### src/inc/acms_pkg.sv
package acms_pkg;

    // Register bus geometry
    localparam int unsigned APB_ADDR_W = 8;
    localparam int unsigned APB_DATA_W = 32;

    // Register byte offsets
    localparam logic [7:0] OFS_CTRL   = 8'h00;
    localparam logic [7:0] OFS_STATUS = 8'h04;
    localparam logic [7:0] OFS_MASK   = 8'h08;
    localparam logic [7:0] OFS_DATA   = 8'h0C;
    localparam logic [7:0] OFS_CALIB  = 8'h10;

    // Control register fields
    localparam int unsigned CTRL_MODE_LSB  = 0;
    localparam int unsigned CTRL_NOTCH_LSB = 2;
    localparam int unsigned CTRL_GAIN_LSB  = 4;
    localparam int unsigned CTRL_USED_W    = 6;
    localparam logic [5:0]  CTRL_RESET     = 6'h00;

    // Operating mode codes held in the two mode bits
    localparam logic [1:0] MODE_NORMAL   = 2'h0;
    localparam logic [1:0] MODE_SELF_CAL = 2'h1;
    localparam logic [1:0] MODE_ZS_SYS   = 2'h2;
    localparam logic [1:0] MODE_FS_SYS   = 2'h3;

    // Gain codes: gains of 1, 2, 32 and 128
    localparam logic [1:0] GAIN_X1   = 2'h0;
    localparam logic [1:0] GAIN_X2   = 2'h1;
    localparam logic [1:0] GAIN_X32  = 2'h2;
    localparam logic [1:0] GAIN_X128 = 2'h3;

    // Input sampling divisors: master clock / 64, times 1, 2, 8, 8
    localparam logic [15:0] SAMPLE_DIV_X1  = 16'h0040;
    localparam logic [15:0] SAMPLE_DIV_X2  = 16'h0020;
    localparam logic [15:0] SAMPLE_DIV_HI  = 16'h0008;

    // Output periods per calibration phase
    localparam logic [3:0] CAL_TICKS_SELF  = 4'h6;
    localparam logic [3:0] DATA_READY_N_TICKS_SELF = 4'h9;
    localparam logic [3:0] CAL_TICKS_SYS   = 4'h3;
    localparam logic [3:0] DATA_READY_N_TICKS_SYS  = 4'h4;
    localparam logic [3:0] ZS_PHASE_TICKS  = 4'h3;

    // Pipeline delay after the first conversion, in master clock periods
    localparam int unsigned CLK_HZ          = 40000000;
    localparam int unsigned PIPE_DELAY_MCLK = 2000;
    localparam int unsigned PIPE_CYCLES     = PIPE_DELAY_MCLK;
    localparam int unsigned PIPE_W          = 11;

    // Event bits of the status and mask registers
    localparam int unsigned EVT_W        = 2;
    localparam int unsigned EVT_DATA_RDY = 0;
    localparam int unsigned EVT_CAL_DONE = 1;
    localparam logic [1:0]  MASK_RESET   = 2'h0;

    // Result width
    localparam int unsigned RES_W = 16;

    typedef enum logic [1:0] {ST_RUN, ST_CAL, ST_CONV, ST_PIPE} acms_state_type;

endpackage

### src/acms_rate_div.sv
`timescale 1ns/10ps
`default_nettype none
module acms_rate_div
(
    input  wire logic        mclk,
    input  wire logic        reset_n,
    input  wire logic        restart,
    input  wire logic [15:0] divisor,
    output var  logic        tick
);

    logic [15:0] countReg;

    // Counts master clocks and restarts on request or at the period end
    always_ff @(posedge mclk or negedge reset_n)
    begin
        if (!reset_n)
        begin
            countReg <= 16'h0000;
        end
        else if (restart || (countReg >= divisor - 16'h0001))
        begin
            countReg <= 16'h0000;
        end
        else
        begin
            countReg <= countReg + 16'h0001;
        end
    end

    // One-cycle pulse at the last clock of every period
    always_comb
    begin
        tick = !restart && (countReg >= divisor - 16'h0001);
    end

endmodule
`default_nettype wire

### src/acms_irq_status.sv
`timescale 1ns/10ps
`default_nettype none
module acms_irq_status
(
    input  wire logic                      mclk,
    input  wire logic                      reset_n,
    input  wire logic [acms_pkg::EVT_W-1:0] evtSet,
    input  wire logic                      rdClear,
    input  wire logic [acms_pkg::EVT_W-1:0] maskVal,
    output var  logic [acms_pkg::EVT_W-1:0] status_reg,
    output var  logic                      irq
);

    // Sticky bits; an event in the clearing cycle survives
    for (genvar i = 0; i < acms_pkg::EVT_W; i++)
    begin : g_evt
        always_ff @(posedge mclk or negedge reset_n)
        begin
            if (!reset_n)
            begin
                status_reg[i] <= 1'b0;
            end
            else if (evtSet[i])
            begin
                status_reg[i] <= 1'b1;
            end
            else if (rdClear)
            begin
                status_reg[i] <= 1'b0;
            end
        end
    end

    // Level interrupt while any unmasked bit is set
    always_comb
    begin
        irq = |(status_reg & maskVal);
    end

endmodule
`default_nettype wire

### src/acms_sequencer.sv
// How it works
// Data-ready falls when calibration sequence ends
// Post-calibration sample comes from automatic conversion
// Mode bits clear to normal after calibration
// Host: mode clear does not mean data
// Data-ready adds conversion plus pipeline delay
// Code 01: self cal, 6 then 9
// Code 10: zero-scale system, 3 then 4
// Code 11: full-scale system, 3 then 4
// Output register refreshed once per output period
// Host reads no faster than update rate
// Notch select sets first notch frequency
// Notch frequency scales with master clock
// Four gains: 1, 2, 32, 128
// Continuous sampling from clock, scaled by gain
// Host may tie chip select low
// Data-ready stays high during calibration
`timescale 1ns/10ps
`default_nettype none
module acms_sequencer
#(
    parameter int unsigned NOTCH_DIV_0 = 49152,
    parameter int unsigned NOTCH_DIV_1 = 40960,
    parameter int unsigned NOTCH_DIV_2 = 9830,
    parameter int unsigned NOTCH_DIV_3 = 4915
)
(
    input  wire logic                   mclk,
    input  wire logic                   reset_n,
    input  wire logic                   psel,
    input  wire logic                   penable,
    input  wire logic                   pwrite,
    input  wire logic [7:0]             paddr,
    input  wire logic [31:0]            pwdata,
    output var  logic [31:0]            prdata,
    output var  logic                   pready,
    output var  logic                   pslverr,
    input  wire logic [15:0]            filterWord,
    output var  logic                   data_ready_n,
    output var  logic                   sampleStrobe,
    output var  logic [1:0]             gainCode,
    output var  logic                   zeroScale,
    output var  logic                   fullScale,
    output var  logic                   irq
);

    acms_pkg::acms_state_type state_reg;
    acms_pkg::acms_state_type state_next;

    logic [1:0]                    mode_reg;
    logic [1:0]                    notch_reg;
    logic [1:0]                    gain_reg;
    logic [acms_pkg::EVT_W-1:0]    mask_reg;
    logic [acms_pkg::EVT_W-1:0]    status_reg;
    logic [acms_pkg::RES_W-1:0]    result_reg;
    logic [acms_pkg::RES_W-1:0]    offset_reg;
    logic [acms_pkg::RES_W-1:0]    full_reg;
    logic [3:0]                    tick_reg;
    logic [acms_pkg::PIPE_W-1:0]   pipe_reg;
    logic                          drdyN_reg;
    logic [31:0]                   prdata_reg;
    logic                          zs_reg;
    logic                          fs_reg;
    logic [1:0]                    calCode_reg;
    logic                          wrAccess;
    logic                          setupRead;
    logic                          calStart;
    logic                          outTick;
    logic                          sampleTick;
    logic [15:0]                   notchDiv;
    logic [15:0]                   sampleDiv;
    logic [3:0]                    calTicks;
    logic [3:0]                    drdyTicks;
    logic                          calEnd;
    logic                          convEnd;
    logic                          pipeEnd;
    logic                          zsPhaseEnd;
    logic                          newResult;
    logic [acms_pkg::EVT_W-1:0]    evtSet;

    // Tells whether a byte offset maps to a register
    function automatic logic isMapped(input logic [7:0] addr);
        isMapped = (addr == acms_pkg::OFS_CTRL) || (addr == acms_pkg::OFS_STATUS)
                || (addr == acms_pkg::OFS_MASK) || (addr == acms_pkg::OFS_DATA)
                || (addr == acms_pkg::OFS_CALIB);
    endfunction

    // Tells whether a mode code requests a calibration
    function automatic logic isCalCode(input logic [1:0] code);
        isCalCode = (code != acms_pkg::MODE_NORMAL);
    endfunction

    // Zero-wait bus; errors on unmapped offsets
    always_comb
    begin
        pready    = 1'b1;
        pslverr   = psel && penable && !isMapped(paddr);
        wrAccess  = psel && penable && pwrite && isMapped(paddr);
        setupRead = psel && !penable && !pwrite;
    end

    // A calibration starts when software writes a nonzero mode while idle
    always_comb
    begin
        calStart = wrAccess && (paddr == acms_pkg::OFS_CTRL) && (state_reg == acms_pkg::ST_RUN)
                && isCalCode(pwdata[acms_pkg::CTRL_MODE_LSB +: 2]);
    end

    // Output period from the notch select, in master clocks
    always_comb
    begin
        case (notch_reg)
            2'h0:    notchDiv = NOTCH_DIV_0[15:0];
            2'h1:    notchDiv = NOTCH_DIV_1[15:0];
            2'h2:    notchDiv = NOTCH_DIV_2[15:0];
            default: notchDiv = NOTCH_DIV_3[15:0];
        endcase
    end

    // Input sample divisor from the gain code
    always_comb
    begin
        case (gain_reg)
            acms_pkg::GAIN_X1: sampleDiv = acms_pkg::SAMPLE_DIV_X1;
            acms_pkg::GAIN_X2: sampleDiv = acms_pkg::SAMPLE_DIV_X2;
            default:           sampleDiv = acms_pkg::SAMPLE_DIV_HI;
        endcase
    end

    // Output period timer, restarted so a calibration counts whole periods
    acms_rate_div u_out_div
    (
        .mclk    (mclk),
        .reset_n (reset_n),
        .restart (calStart),
        .divisor (notchDiv),
        .tick    (outTick)
    );

    // Continuous input sampling timer
    acms_rate_div u_smp_div
    (
        .mclk    (mclk),
        .reset_n (reset_n),
        .restart (1'b0),
        .divisor (sampleDiv),
        .tick    (sampleTick)
    );

    // Phase lengths for the running calibration code
    always_comb
    begin
        case (calCode_reg)
            acms_pkg::MODE_SELF_CAL:
            begin
                calTicks  = acms_pkg::CAL_TICKS_SELF;
                drdyTicks = acms_pkg::DATA_READY_N_TICKS_SELF;
            end
            default:
            begin
                calTicks  = acms_pkg::CAL_TICKS_SYS;
                drdyTicks = acms_pkg::DATA_READY_N_TICKS_SYS;
            end
        endcase
    end

    // Phase end conditions
    always_comb
    begin
        calEnd     = (state_reg == acms_pkg::ST_CAL) && outTick && (tick_reg == calTicks - 4'h1);
        convEnd    = (state_reg == acms_pkg::ST_CONV) && outTick
                  && (tick_reg == drdyTicks - 4'h1);
        pipeEnd    = (state_reg == acms_pkg::ST_PIPE)
                  && (pipe_reg == acms_pkg::PIPE_W'(acms_pkg::PIPE_CYCLES - 1));
        zsPhaseEnd = (state_reg == acms_pkg::ST_CAL) && outTick
                  && (calCode_reg == acms_pkg::MODE_SELF_CAL)
                  && (tick_reg == acms_pkg::ZS_PHASE_TICKS - 4'h1);
        newResult  = ((state_reg == acms_pkg::ST_RUN) && outTick) || pipeEnd;
    end

    // Sequencer next state
    always_comb
    begin
        state_next = state_reg;
        case (state_reg)
            acms_pkg::ST_RUN:
            begin
                if (calStart)
                begin
                    state_next = acms_pkg::ST_CAL;
                end
            end
            acms_pkg::ST_CAL:
            begin
                if (calEnd)
                begin
                    state_next = acms_pkg::ST_CONV;
                end
            end
            acms_pkg::ST_CONV:
            begin
                if (convEnd)
                begin
                    state_next = acms_pkg::ST_PIPE;
                end
            end
            acms_pkg::ST_PIPE:
            begin
                if (pipeEnd)
                begin
                    state_next = acms_pkg::ST_RUN;
                end
            end
            default:
            begin
                state_next = acms_pkg::ST_RUN;
            end
        endcase
    end

    // State register
    always_ff @(posedge mclk or negedge reset_n)
    begin
        if (!reset_n)
        begin
            state_reg <= acms_pkg::ST_RUN;
        end
        else
        begin
            state_reg <= state_next;
        end
    end

    // Counts output periods from calibration start through the conversion
    always_ff @(posedge mclk or negedge reset_n)
    begin
        if (!reset_n)
        begin
            tick_reg <= 4'h0;
        end
        else if (calStart)
        begin
            tick_reg <= 4'h0;
        end
        else if (((state_reg == acms_pkg::ST_CAL) || (state_reg == acms_pkg::ST_CONV)) && outTick)
        begin
            tick_reg <= tick_reg + 4'h1;
        end
    end

    // Counts the pipeline delay after the first conversion
    always_ff @(posedge mclk or negedge reset_n)
    begin
        if (!reset_n)
        begin
            pipe_reg <= '0;
        end
        else if (state_reg != acms_pkg::ST_PIPE)
        begin
            pipe_reg <= '0;
        end
        else
        begin
            pipe_reg <= pipe_reg + acms_pkg::PIPE_W'(1);
        end
    end

    // Mode bits: written by software, cleared when calibration finishes
    always_ff @(posedge mclk or negedge reset_n)
    begin
        if (!reset_n)
        begin
            mode_reg    <= acms_pkg::MODE_NORMAL;
            calCode_reg <= acms_pkg::MODE_NORMAL;
        end
        else if (calStart)
        begin
            mode_reg    <= pwdata[acms_pkg::CTRL_MODE_LSB +: 2];
            calCode_reg <= pwdata[acms_pkg::CTRL_MODE_LSB +: 2];
        end
        else if (calEnd)
        begin
            mode_reg <= acms_pkg::MODE_NORMAL;
        end
    end

    // Notch select, gain and mask registers
    always_ff @(posedge mclk or negedge reset_n)
    begin
        if (!reset_n)
        begin
            notch_reg <= acms_pkg::CTRL_RESET[acms_pkg::CTRL_NOTCH_LSB +: 2];
            gain_reg  <= acms_pkg::CTRL_RESET[acms_pkg::CTRL_GAIN_LSB +: 2];
            mask_reg  <= acms_pkg::MASK_RESET;
        end
        else if (wrAccess && (paddr == acms_pkg::OFS_CTRL))
        begin
            notch_reg <= pwdata[acms_pkg::CTRL_NOTCH_LSB +: 2];
            gain_reg  <= pwdata[acms_pkg::CTRL_GAIN_LSB +: 2];
        end
        else if (wrAccess && (paddr == acms_pkg::OFS_MASK))
        begin
            mask_reg <= pwdata[acms_pkg::EVT_W-1:0];
        end
    end

    // Calibration coefficients caught at the end of each phase
    always_ff @(posedge mclk or negedge reset_n)
    begin
        if (!reset_n)
        begin
            offset_reg <= '0;
            full_reg   <= '0;
        end
        else if (zsPhaseEnd || (calEnd && (calCode_reg == acms_pkg::MODE_ZS_SYS)))
        begin
            offset_reg <= filterWord;
        end
        else if (calEnd && (calCode_reg != acms_pkg::MODE_ZS_SYS))
        begin
            full_reg <= filterWord;
        end
    end

    // Analog phase controls for the front end
    always_ff @(posedge mclk or negedge reset_n)
    begin
        if (!reset_n)
        begin
            zs_reg <= 1'b0;
            fs_reg <= 1'b0;
        end
        else if (calStart)
        begin
            zs_reg <= (pwdata[acms_pkg::CTRL_MODE_LSB +: 2] != acms_pkg::MODE_FS_SYS);
            fs_reg <= (pwdata[acms_pkg::CTRL_MODE_LSB +: 2] == acms_pkg::MODE_FS_SYS);
        end
        else if (zsPhaseEnd)
        begin
            zs_reg <= 1'b0;
            fs_reg <= 1'b1;
        end
        else if (calEnd)
        begin
            zs_reg <= 1'b0;
            fs_reg <= 1'b0;
        end
    end

    // Output register: refreshed each period, or after the pipeline delay
    always_ff @(posedge mclk or negedge reset_n)
    begin
        if (!reset_n)
        begin
            result_reg <= '0;
        end
        else if (newResult)
        begin
            result_reg <= filterWord - offset_reg;
        end
    end

    // Data-ready: low on a fresh result, high when a DATA read is set up or on calibration
    always_ff @(posedge mclk or negedge reset_n)
    begin
        if (!reset_n)
        begin
            drdyN_reg <= 1'b1;
        end
        else if (newResult)
        begin
            drdyN_reg <= 1'b0;
        end
        else if (calStart || (state_reg != acms_pkg::ST_RUN))
        begin
            drdyN_reg <= 1'b1;
        end
        else if (setupRead && (paddr == acms_pkg::OFS_DATA))
        begin
            drdyN_reg <= 1'b1;
        end
    end

    // Events for the status register
    always_comb
    begin
        evtSet                          = '0;
        evtSet[acms_pkg::EVT_DATA_RDY]  = newResult;
        evtSet[acms_pkg::EVT_CAL_DONE]  = calEnd;
    end

    // Sticky status; cleared at the setup edge where read data is caught, so no event is lost
    acms_irq_status u_irq
    (
        .mclk       (mclk),
        .reset_n    (reset_n),
        .evtSet     (evtSet),
        .rdClear    (setupRead && (paddr == acms_pkg::OFS_STATUS)),
        .maskVal    (mask_reg),
        .status_reg (status_reg),
        .irq        (irq)
    );

    // Read data captured in the setup cycle
    always_ff @(posedge mclk or negedge reset_n)
    begin
        if (!reset_n)
        begin
            prdata_reg <= 32'h00000000;
        end
        else if (setupRead)
        begin
            case (paddr)
                acms_pkg::OFS_CTRL:   prdata_reg <= {26'h0000000, gain_reg, notch_reg, mode_reg};
                acms_pkg::OFS_STATUS: prdata_reg <= {30'h00000000, status_reg};
                acms_pkg::OFS_MASK:   prdata_reg <= {30'h00000000, mask_reg};
                acms_pkg::OFS_DATA:   prdata_reg <= {16'h0000, result_reg};
                acms_pkg::OFS_CALIB:  prdata_reg <= {full_reg, offset_reg};
                default:              prdata_reg <= 32'h00000000;
            endcase
        end
    end

    // Outputs driven here, all registered except sampleStrobe, which is decoded from the sample counter
    always_comb
    begin
        prdata       = prdata_reg;
        data_ready_n = drdyN_reg;
        sampleStrobe = sampleTick;
        gainCode     = gain_reg;
        zeroScale    = zs_reg;
        fullScale    = fs_reg;
    end

endmodule
`default_nettype wire

### config.mk
export PLATFORM = sky130hd
export DESIGN_NAME = acms_sequencer
export DESIGN_NICKNAME = d
export VERILOG_FILES = /design/src/inc/acms_pkg.sv /design/src/acms_rate_div.sv /design/src/acms_irq_status.sv /design/src/acms_sequencer.sv
export SDC_FILE = /design/constraint.sdc
export NUM_CORES = 1
export LEC_CHECK = 0
export ABC_AREA = 1
export BUFFER_PORTS_ARGS = -buffer_cell sky130_fd_sc_hd__buf_2
export CELL_PAD_IN_SITES_DETAIL_PLACEMENT = 1
export CELL_PAD_IN_SITES_GLOBAL_PLACEMENT = 2
export CORE_MARGIN = 2
export CORE_UTILIZATION = 36
export CTS_BUF_LIST = sky130_fd_sc_hd__clkbuf_8
export DETAILED_ROUTE_END_ITERATION = 16
export PLACE_DENSITY = 0.87
export SLEW_MARGIN = 20
export SYNTH_ARGS = -nofsm -noshare
export SYNTH_HDL_FRONTEND = slang
export SYNTH_HIERARCHICAL = 1
export SYNTH_SLANG_ARGS = --single-unit
export TNS_END_PERCENT = 50
### constraint.sdc
create_clock -name mclk -period 5.4 [get_ports mclk]
set_input_delay 0.81 -clock mclk [delete_from_list [all_inputs] [get_ports mclk]]
set_output_delay 0.81 -clock mclk [all_outputs]
set_load 0.005 [all_outputs]
* After elaboration in Yosys (flattened, before gate mapping)
Index checks and enable logic that the tools add are counted. W data, S select, Z words.
Storage, ports and cells: output and inout bits 41, bits in registers 144
Operators by class: order comparisons 2, multiplexer cells 28, eq/ne operators 24, reduce and logical (&&, ||, !) cells 53, add/sub/neg operators 9, bitwise operators 3
Operators by type and width (count):
- $pmux W32 S5 | 1
- $pmux W16 S3 | 1
- $add A16 B1 Y16 const B | 2
- $ge A16 B16 Y1 | 2
- $mux W16 | 2
- $logic_and A1 B1 Y1 | 24
- $eq A8 B4 Y1 const B | 2
- $sub A16 B1 Y16 const B | 1
- $sub A16 B16 Y16 | 1
- $ne A2 B2 Y1 const B | 7
- $pmux W7 S2 | 1
- $mux W2 | 6
- $mux W4 | 3
- $reduce_bool A2 Y1 | 6
- $add A11 B1 Y11 const B | 1
- $eq A11 B11 Y1 const B | 1
- $mux W1 | 11
- $mux W11 | 1
- $eq A2 B2 Y1 const B | 5
- $logic_or A1 B1 Y1 | 9
- $eq A2 B1 Y1 const B | 4
- $eq A4 B4 Y1 | 2
- $eq A8 B3 Y1 const B | 1
- $eq A8 B5 Y1 const B | 1
- 15 further kinds | 24

* Depth between registers and ports, before layout
depth after elaboration 17, depth in mapped cells 26, depth with buffers taken out 25

* By module
Netlist, hierarchy kept.
By module, submodules not included:
- acms_sequencer | area an instance 6125.9 sq um, instances 1, cells each 784
- acms_rate_div | area an instance 1550.2 sq um, instances 2, cells each 206
- acms_irq_status | area an instance 87.6 sq um, instances 1, cells each 12

* Least setup slack after synthesis
No wires, ideal clock.
path kind register to register, start point reg notch_reg[0], end point reg offset_reg[11] (netlist bit), setup time 117 ps, period minus slack after synthesis 3846 ps, data arrival time 3729 ps, buffers on the path 1, setup slack 1554 ps, cell stages (with the launch flop) 23, path through dfrtp_1 -> inv_1 -> ha_1 -> or2_2 -> nor2_2 -> nand2_2 -> nor2_4 -> nand2_2 -> nor2_4 -> nand2_1 -> xor2_1 -> ha_1 -> nand4_1 -> a21oi_1 -> nor2_2 -> a21oi_1 -> nand3_2 -> a21oi_2 -> nand3_4 -> o21a_4 -> buf_6 -> nand2_2 -> o21ai_2
On the way: longest elaborated chain between the ends 9, elaborated cells on any way between the ends 13
RTL lines:
- start, declared | RTL line acms_sequencer.sv:51 | logic [1:0] notch_reg;
- start signal, assigned | RTL line acms_sequencer.sv:292 | notch_reg <= acms_pkg::CTRL_RESET[acms_pkg::CTRL_NOTCH_LSB +: 2];
- start signal, assigned | RTL line acms_sequencer.sv:298 | notch_reg <= pwdata[acms_pkg::CTRL_NOTCH_LSB +: 2];
- $eq A2 B2 Y1, or another cell as far along | RTL line acms_sequencer.sv:112 | case (notch_reg)
- $pmux W16 S3 (*) | RTL line acms_sequencer.sv:112
- net notchDiv[10] | RTL line acms_sequencer.sv:70 | logic [15:0] notchDiv;
- $sub A16 B1 Y16 (*) | RTL line acms_rate_div.sv:34 | tick = !restart && (countReg >= divisor - 16'h0001);
- $ge A16 B16 Y1 (*) | RTL line acms_rate_div.sv:34
- $logic_and A1 B1 Y1 (*) | RTL line acms_rate_div.sv:34
- net outTick | RTL line acms_sequencer.sv:68 | logic outTick;
- $logic_and A1 B1 Y1 (*) | RTL line acms_sequencer.sv:170, acms_sequencer.sv:175
- $logic_and A1 B1 Y1, on equally long branches | RTL line acms_sequencer.sv:176, acms_sequencer.sv:170
- $logic_and A1 B1 Y1, on equally long branches | RTL line acms_sequencer.sv:177, acms_sequencer.sv:315
- $logic_or A1 B1 Y1 (*) | RTL line acms_sequencer.sv:315 | else if (zsPhaseEnd || (calEnd && (calCode_reg == acms_pkg::MODE_ZS_SYS)))
- end signal, assigned | RTL line acms_sequencer.sv:317 | offset_reg <= filterWord;
- end, declared | RTL line acms_sequencer.sv:56 | logic [acms_pkg::RES_W-1:0] offset_reg;
The timed path passes the listed nets; every way through them passes the cells marked *. A chain may end at the register's enable or synchronous reset.

* Worst setup path after layout
start point reg notch_reg[0], end point reg full_reg[13] (netlist bit)
On the way: longest elaborated chain between the ends 11, elaborated cells on any way between the ends 16
RTL lines:
- $eq A2 B2 Y1, or another cell as far along | RTL line acms_sequencer.sv:112
- $pmux W16 S3 (*) | RTL line acms_sequencer.sv:112
- net notchDiv[10] | RTL line acms_sequencer.sv:70
- $sub A16 B1 Y16 (*) | RTL line acms_rate_div.sv:34
- $ge A16 B16 Y1 (*) | RTL line acms_rate_div.sv:34
- $logic_and A1 B1 Y1 (*) | RTL line acms_rate_div.sv:34
- net outTick | RTL line acms_sequencer.sv:68
- $logic_and A1 B1 Y1 (*) (2 in series) | RTL line acms_sequencer.sv:170 | calEnd = (state_reg == acms_pkg::ST_CAL) && outTick && (tick_reg == calTicks - 4'h1);
- net calEnd | RTL line acms_sequencer.sv:74 | logic calEnd;
- $logic_and A1 B1 Y1 | RTL line acms_sequencer.sv:315
- $logic_or A1 B1 Y1 | RTL line acms_sequencer.sv:315
- $not A1 Y1 (no source line)
- $reduce_and A2 Y1 (no source line) (*)
- end signal, assigned | RTL line acms_sequencer.sv:321 | full_reg <= filterWord;
- end, declared | RTL line acms_sequencer.sv:57 | logic [acms_pkg::RES_W-1:0] full_reg;
Marked as above.

==> run summary <==
Mapped Cells = 1208
dpl hpwl = 18700 um
CP Data Arrival Time = 4.68 ns
Post-synth EDFFs = 0
vias in the first global route = 8145
DR iter-0 viols = 291
fraction of layout cells with a size suffix above 1 = 16.1%
P_leak = 5.57 nW
Mapped Area = 9310 um^2
nature of the critical path endpoint = flop
outcome = finished, final reports clean
Synth Warn # = 6
setup bufs post-CTS = 0
f_max = 229 MHz
Synth Area in Compound Gates = 7.40%
CP max stage delay = 0.44 ns
most frequent cells after synthesis = nand2_1 (356), inv_1 (168), dfrtp_1 (143)
number of inserted diodes = 0
R2R Path Start = notch_reg[0]
row count = 58
Post-Synth Simple-Gate Area = 31.1%
Slew HR = 54.8%
total gr overflow = 0
GRT Total Usage = 18.9%
unrepaired setup endpoints after global routing = no
routability cong. = 0.800
clock sink count = 144
final setup violating endpoints = 0
total number of vias = 7853
Routed Antenna Nets = 0
Max Root-Sink Buffers = 2
max_cap viols = 0
clk root buf = clkbuf_8
DRC violations left = 0
core area = 25300 um^2
most instantiated library cell after synthesis = nand2_1
period utilisation layout = 80.9%
CTS tree = done
port bufs = 74
Worst Path Required = 5.71 ns
Seq/Total Area, Yosys = 38.7%
Vias/cell = 4.69
clk_lat worst skew = 0.45 ns
DIE AREA = 27200 um^2
FF+latch count, synth = 144
Avg Cell Area, Syn = 7.71 um^2
Distinct cells, synth = 45
Synth area leader = dfrtp_1
final max-slew violation count = 0
Routed WL = 24300 um
CP Max Fanout = 32
Initial Util = 36.8%
hold-fix buffers at CTS = 0
CP Launch Point = notch_reg[0]
max FFs per register = 32
WL/cell = 14.5 um
first-pass GRT wire length = 40300 um
H-tree levels = 4
worst path bufs/invs = 5
top_reg_cell synth = dfrtp_1
FILL cells = 3200
Async SR Flop Fraction = 100%
Tightest Hold Check Type = primary input to asynchronous set/reset pin
Die W = 165 um
Fin. Hold Viols = 0
CTS-repair resized insts = 0
largest family of logic cells by synthesized area = simple AND/OR/NAND/NOR gates
Worst VDD drop = 110 uV
Area Overhead vs Synth = 13.3%
Least-Margin Pin Slew = 0.678 ns
largest net degree at the start of global routing = 70
Setup crit start kind = flop
CP max stage cell = or2_2
Die Ht = 165 um
Clock Skews = 0.0186 ns
mux cell area share after synthesis = 0.121%
clock slew at reported path FFs = 0.09 ns
initial antenna violation count = 0
share of Yosys cell area claimed by the top area cell type = 38.4%
Final Critical Period = 4.37 ns
I/O pin count = 102
nets = 1455
Synth Area in XOR/XNOR = 5.45%
setup TNS = 0 ns
CP Class = flop to flop
post-layout util = 41.7%
CTS Buf Count = 17
pwr dens = 211 nW/um^2
dominant cells by area after synthesis = dfrtp_1 (38%), nand2_1 (14%), ha_1 (8.5%), inv_1 (6.8%), xor2_1 (4.1%)
Pre-antenna DRT Iters = 4
adder-cell area share of the yosys netlist = 8.68%
cell family with most CP delay = simple AND/OR/NAND/NOR gates
==> area by class of cell <==
type	count	area (um^2)	share of cell area, %
Clock buffer	18	248	2.35
Clock inverter	14	141	1.34
Inverter	170	638	6.04
Multi-Input combinational cell	917	5090	48.2
Sequential cell	144	3600	34.1
Tap cell	330	413	3.91
Timing Repair Buffer	80	422	3.99
==> through the flow <==
| stage | instance area (um^2) | std cells | total power [W] | setup WS, ns | hold slack [ns] |
|---|---|---|---|---|---|
| detailed placement | 10200 | 1641 | 0.00139 | 0.989 | 0.462 |
| global route | 10600 | 1673 | 0.00235 | 0.576 | 0.401 |
| finish | 10600 | 1673 | 0.00223 | 1.03 | 0.386 |
| global placement | 10200 | 1641 | 0.00138 | 1.12 | 0.447 |
| CTS | 10600 | 1673 | 0.00226 | 0.949 | 0.379 |
| floorplan | 9480 | 1252 | 0.00130 | 1.55 | 0.432 |
==> worst register-to-register path, stage by stage, from the launching register on <==
cell,delay [ns]
dfrtp_1,0.38
inv_1,0.10
ha_1,0.35
or2_2,0.44
nor2_2,0.18
nand2_2,0.10
nor2_4,0.14
nand2_2,0.09
nor2_4,0.13
xor2_1,0.15
inv_1,0.06
ha_1,0.30
nand2_1,0.06
inv_1,0.06
nand2_1,0.06
a21oi_1,0.18
nor2_2,0.08
a21oi_1,0.16
buf_4,0.19
nand3_2,0.10
a21oi_2,0.15
nand3_4,0.13
inv_2,0.09
nand2_2,0.31
nand2_1,0.18
o21ai_1,0.08
==> path summary, 6_finish.rpt <==
kind                                         endpoint  slack (ns)  cells past startpoint
worst max-delay path                     full_reg[13]        1.03                     25
worst min-delay path                        zeroScale        0.39                      1
worst max register to register           full_reg[13]        1.03                     25
worst min register to register              prdata[5]        0.48                      2
max in group asynchronous       u_smp_div/countReg[1]        3.93                      2
min in group mclk                           prdata[5]        0.48                      2
==> placed cells by master (no fill, tap or decap), types with 16 or more instances in the layout <==
| cell type | instances |
|---|---|
| ha_1 | 63 |
| xor2_1 | 44 |
| nand3_1 | 70 |
| nand2_1 | 356 |
| nor3_1 | 16 |
| nor2_2 | 35 |
| o21ai_1 | 19 |
| a21oi_1 | 33 |
| buf_2 | 73 |
| dfrtp_1 | 143 |
| nor2_1 | 88 |
| clkbuf_8 | 18 |
| nand2_2 | 19 |
| inv_1 | 170 |
| conb_1 | 46 |
| o21ai_2 | 19 |
| o21ai_0 | 25 |
==> layer usage <==
layer  share of wire, %  wire, um  GRT usage [%]
met3                1.7       406           2.81
met2                 49     11800           32.6
met4                1.0       251           4.74
met1                 49     11800           24.9
met5                  0         0              0
==> power breakdown <==
group          internal (W)  switching [W]  leakage, nW  total [W]
Combinational     0.0000863       0.000160         3.48   0.000246
Clock              0.000422       0.000434        0.202   0.000856
Sequential          0.00110      0.0000239         1.89    0.00112
==> logic make-up after synthesis <==
logic type | Yosys count
simple gates | 635
flops | 144
fa+ha+maj | 64
xor+xnor | 58
compound gates | 113
mux | 1
other cells | 2
buf+inv | 191
Note: power is estimated with default switching activity, not from simulation.
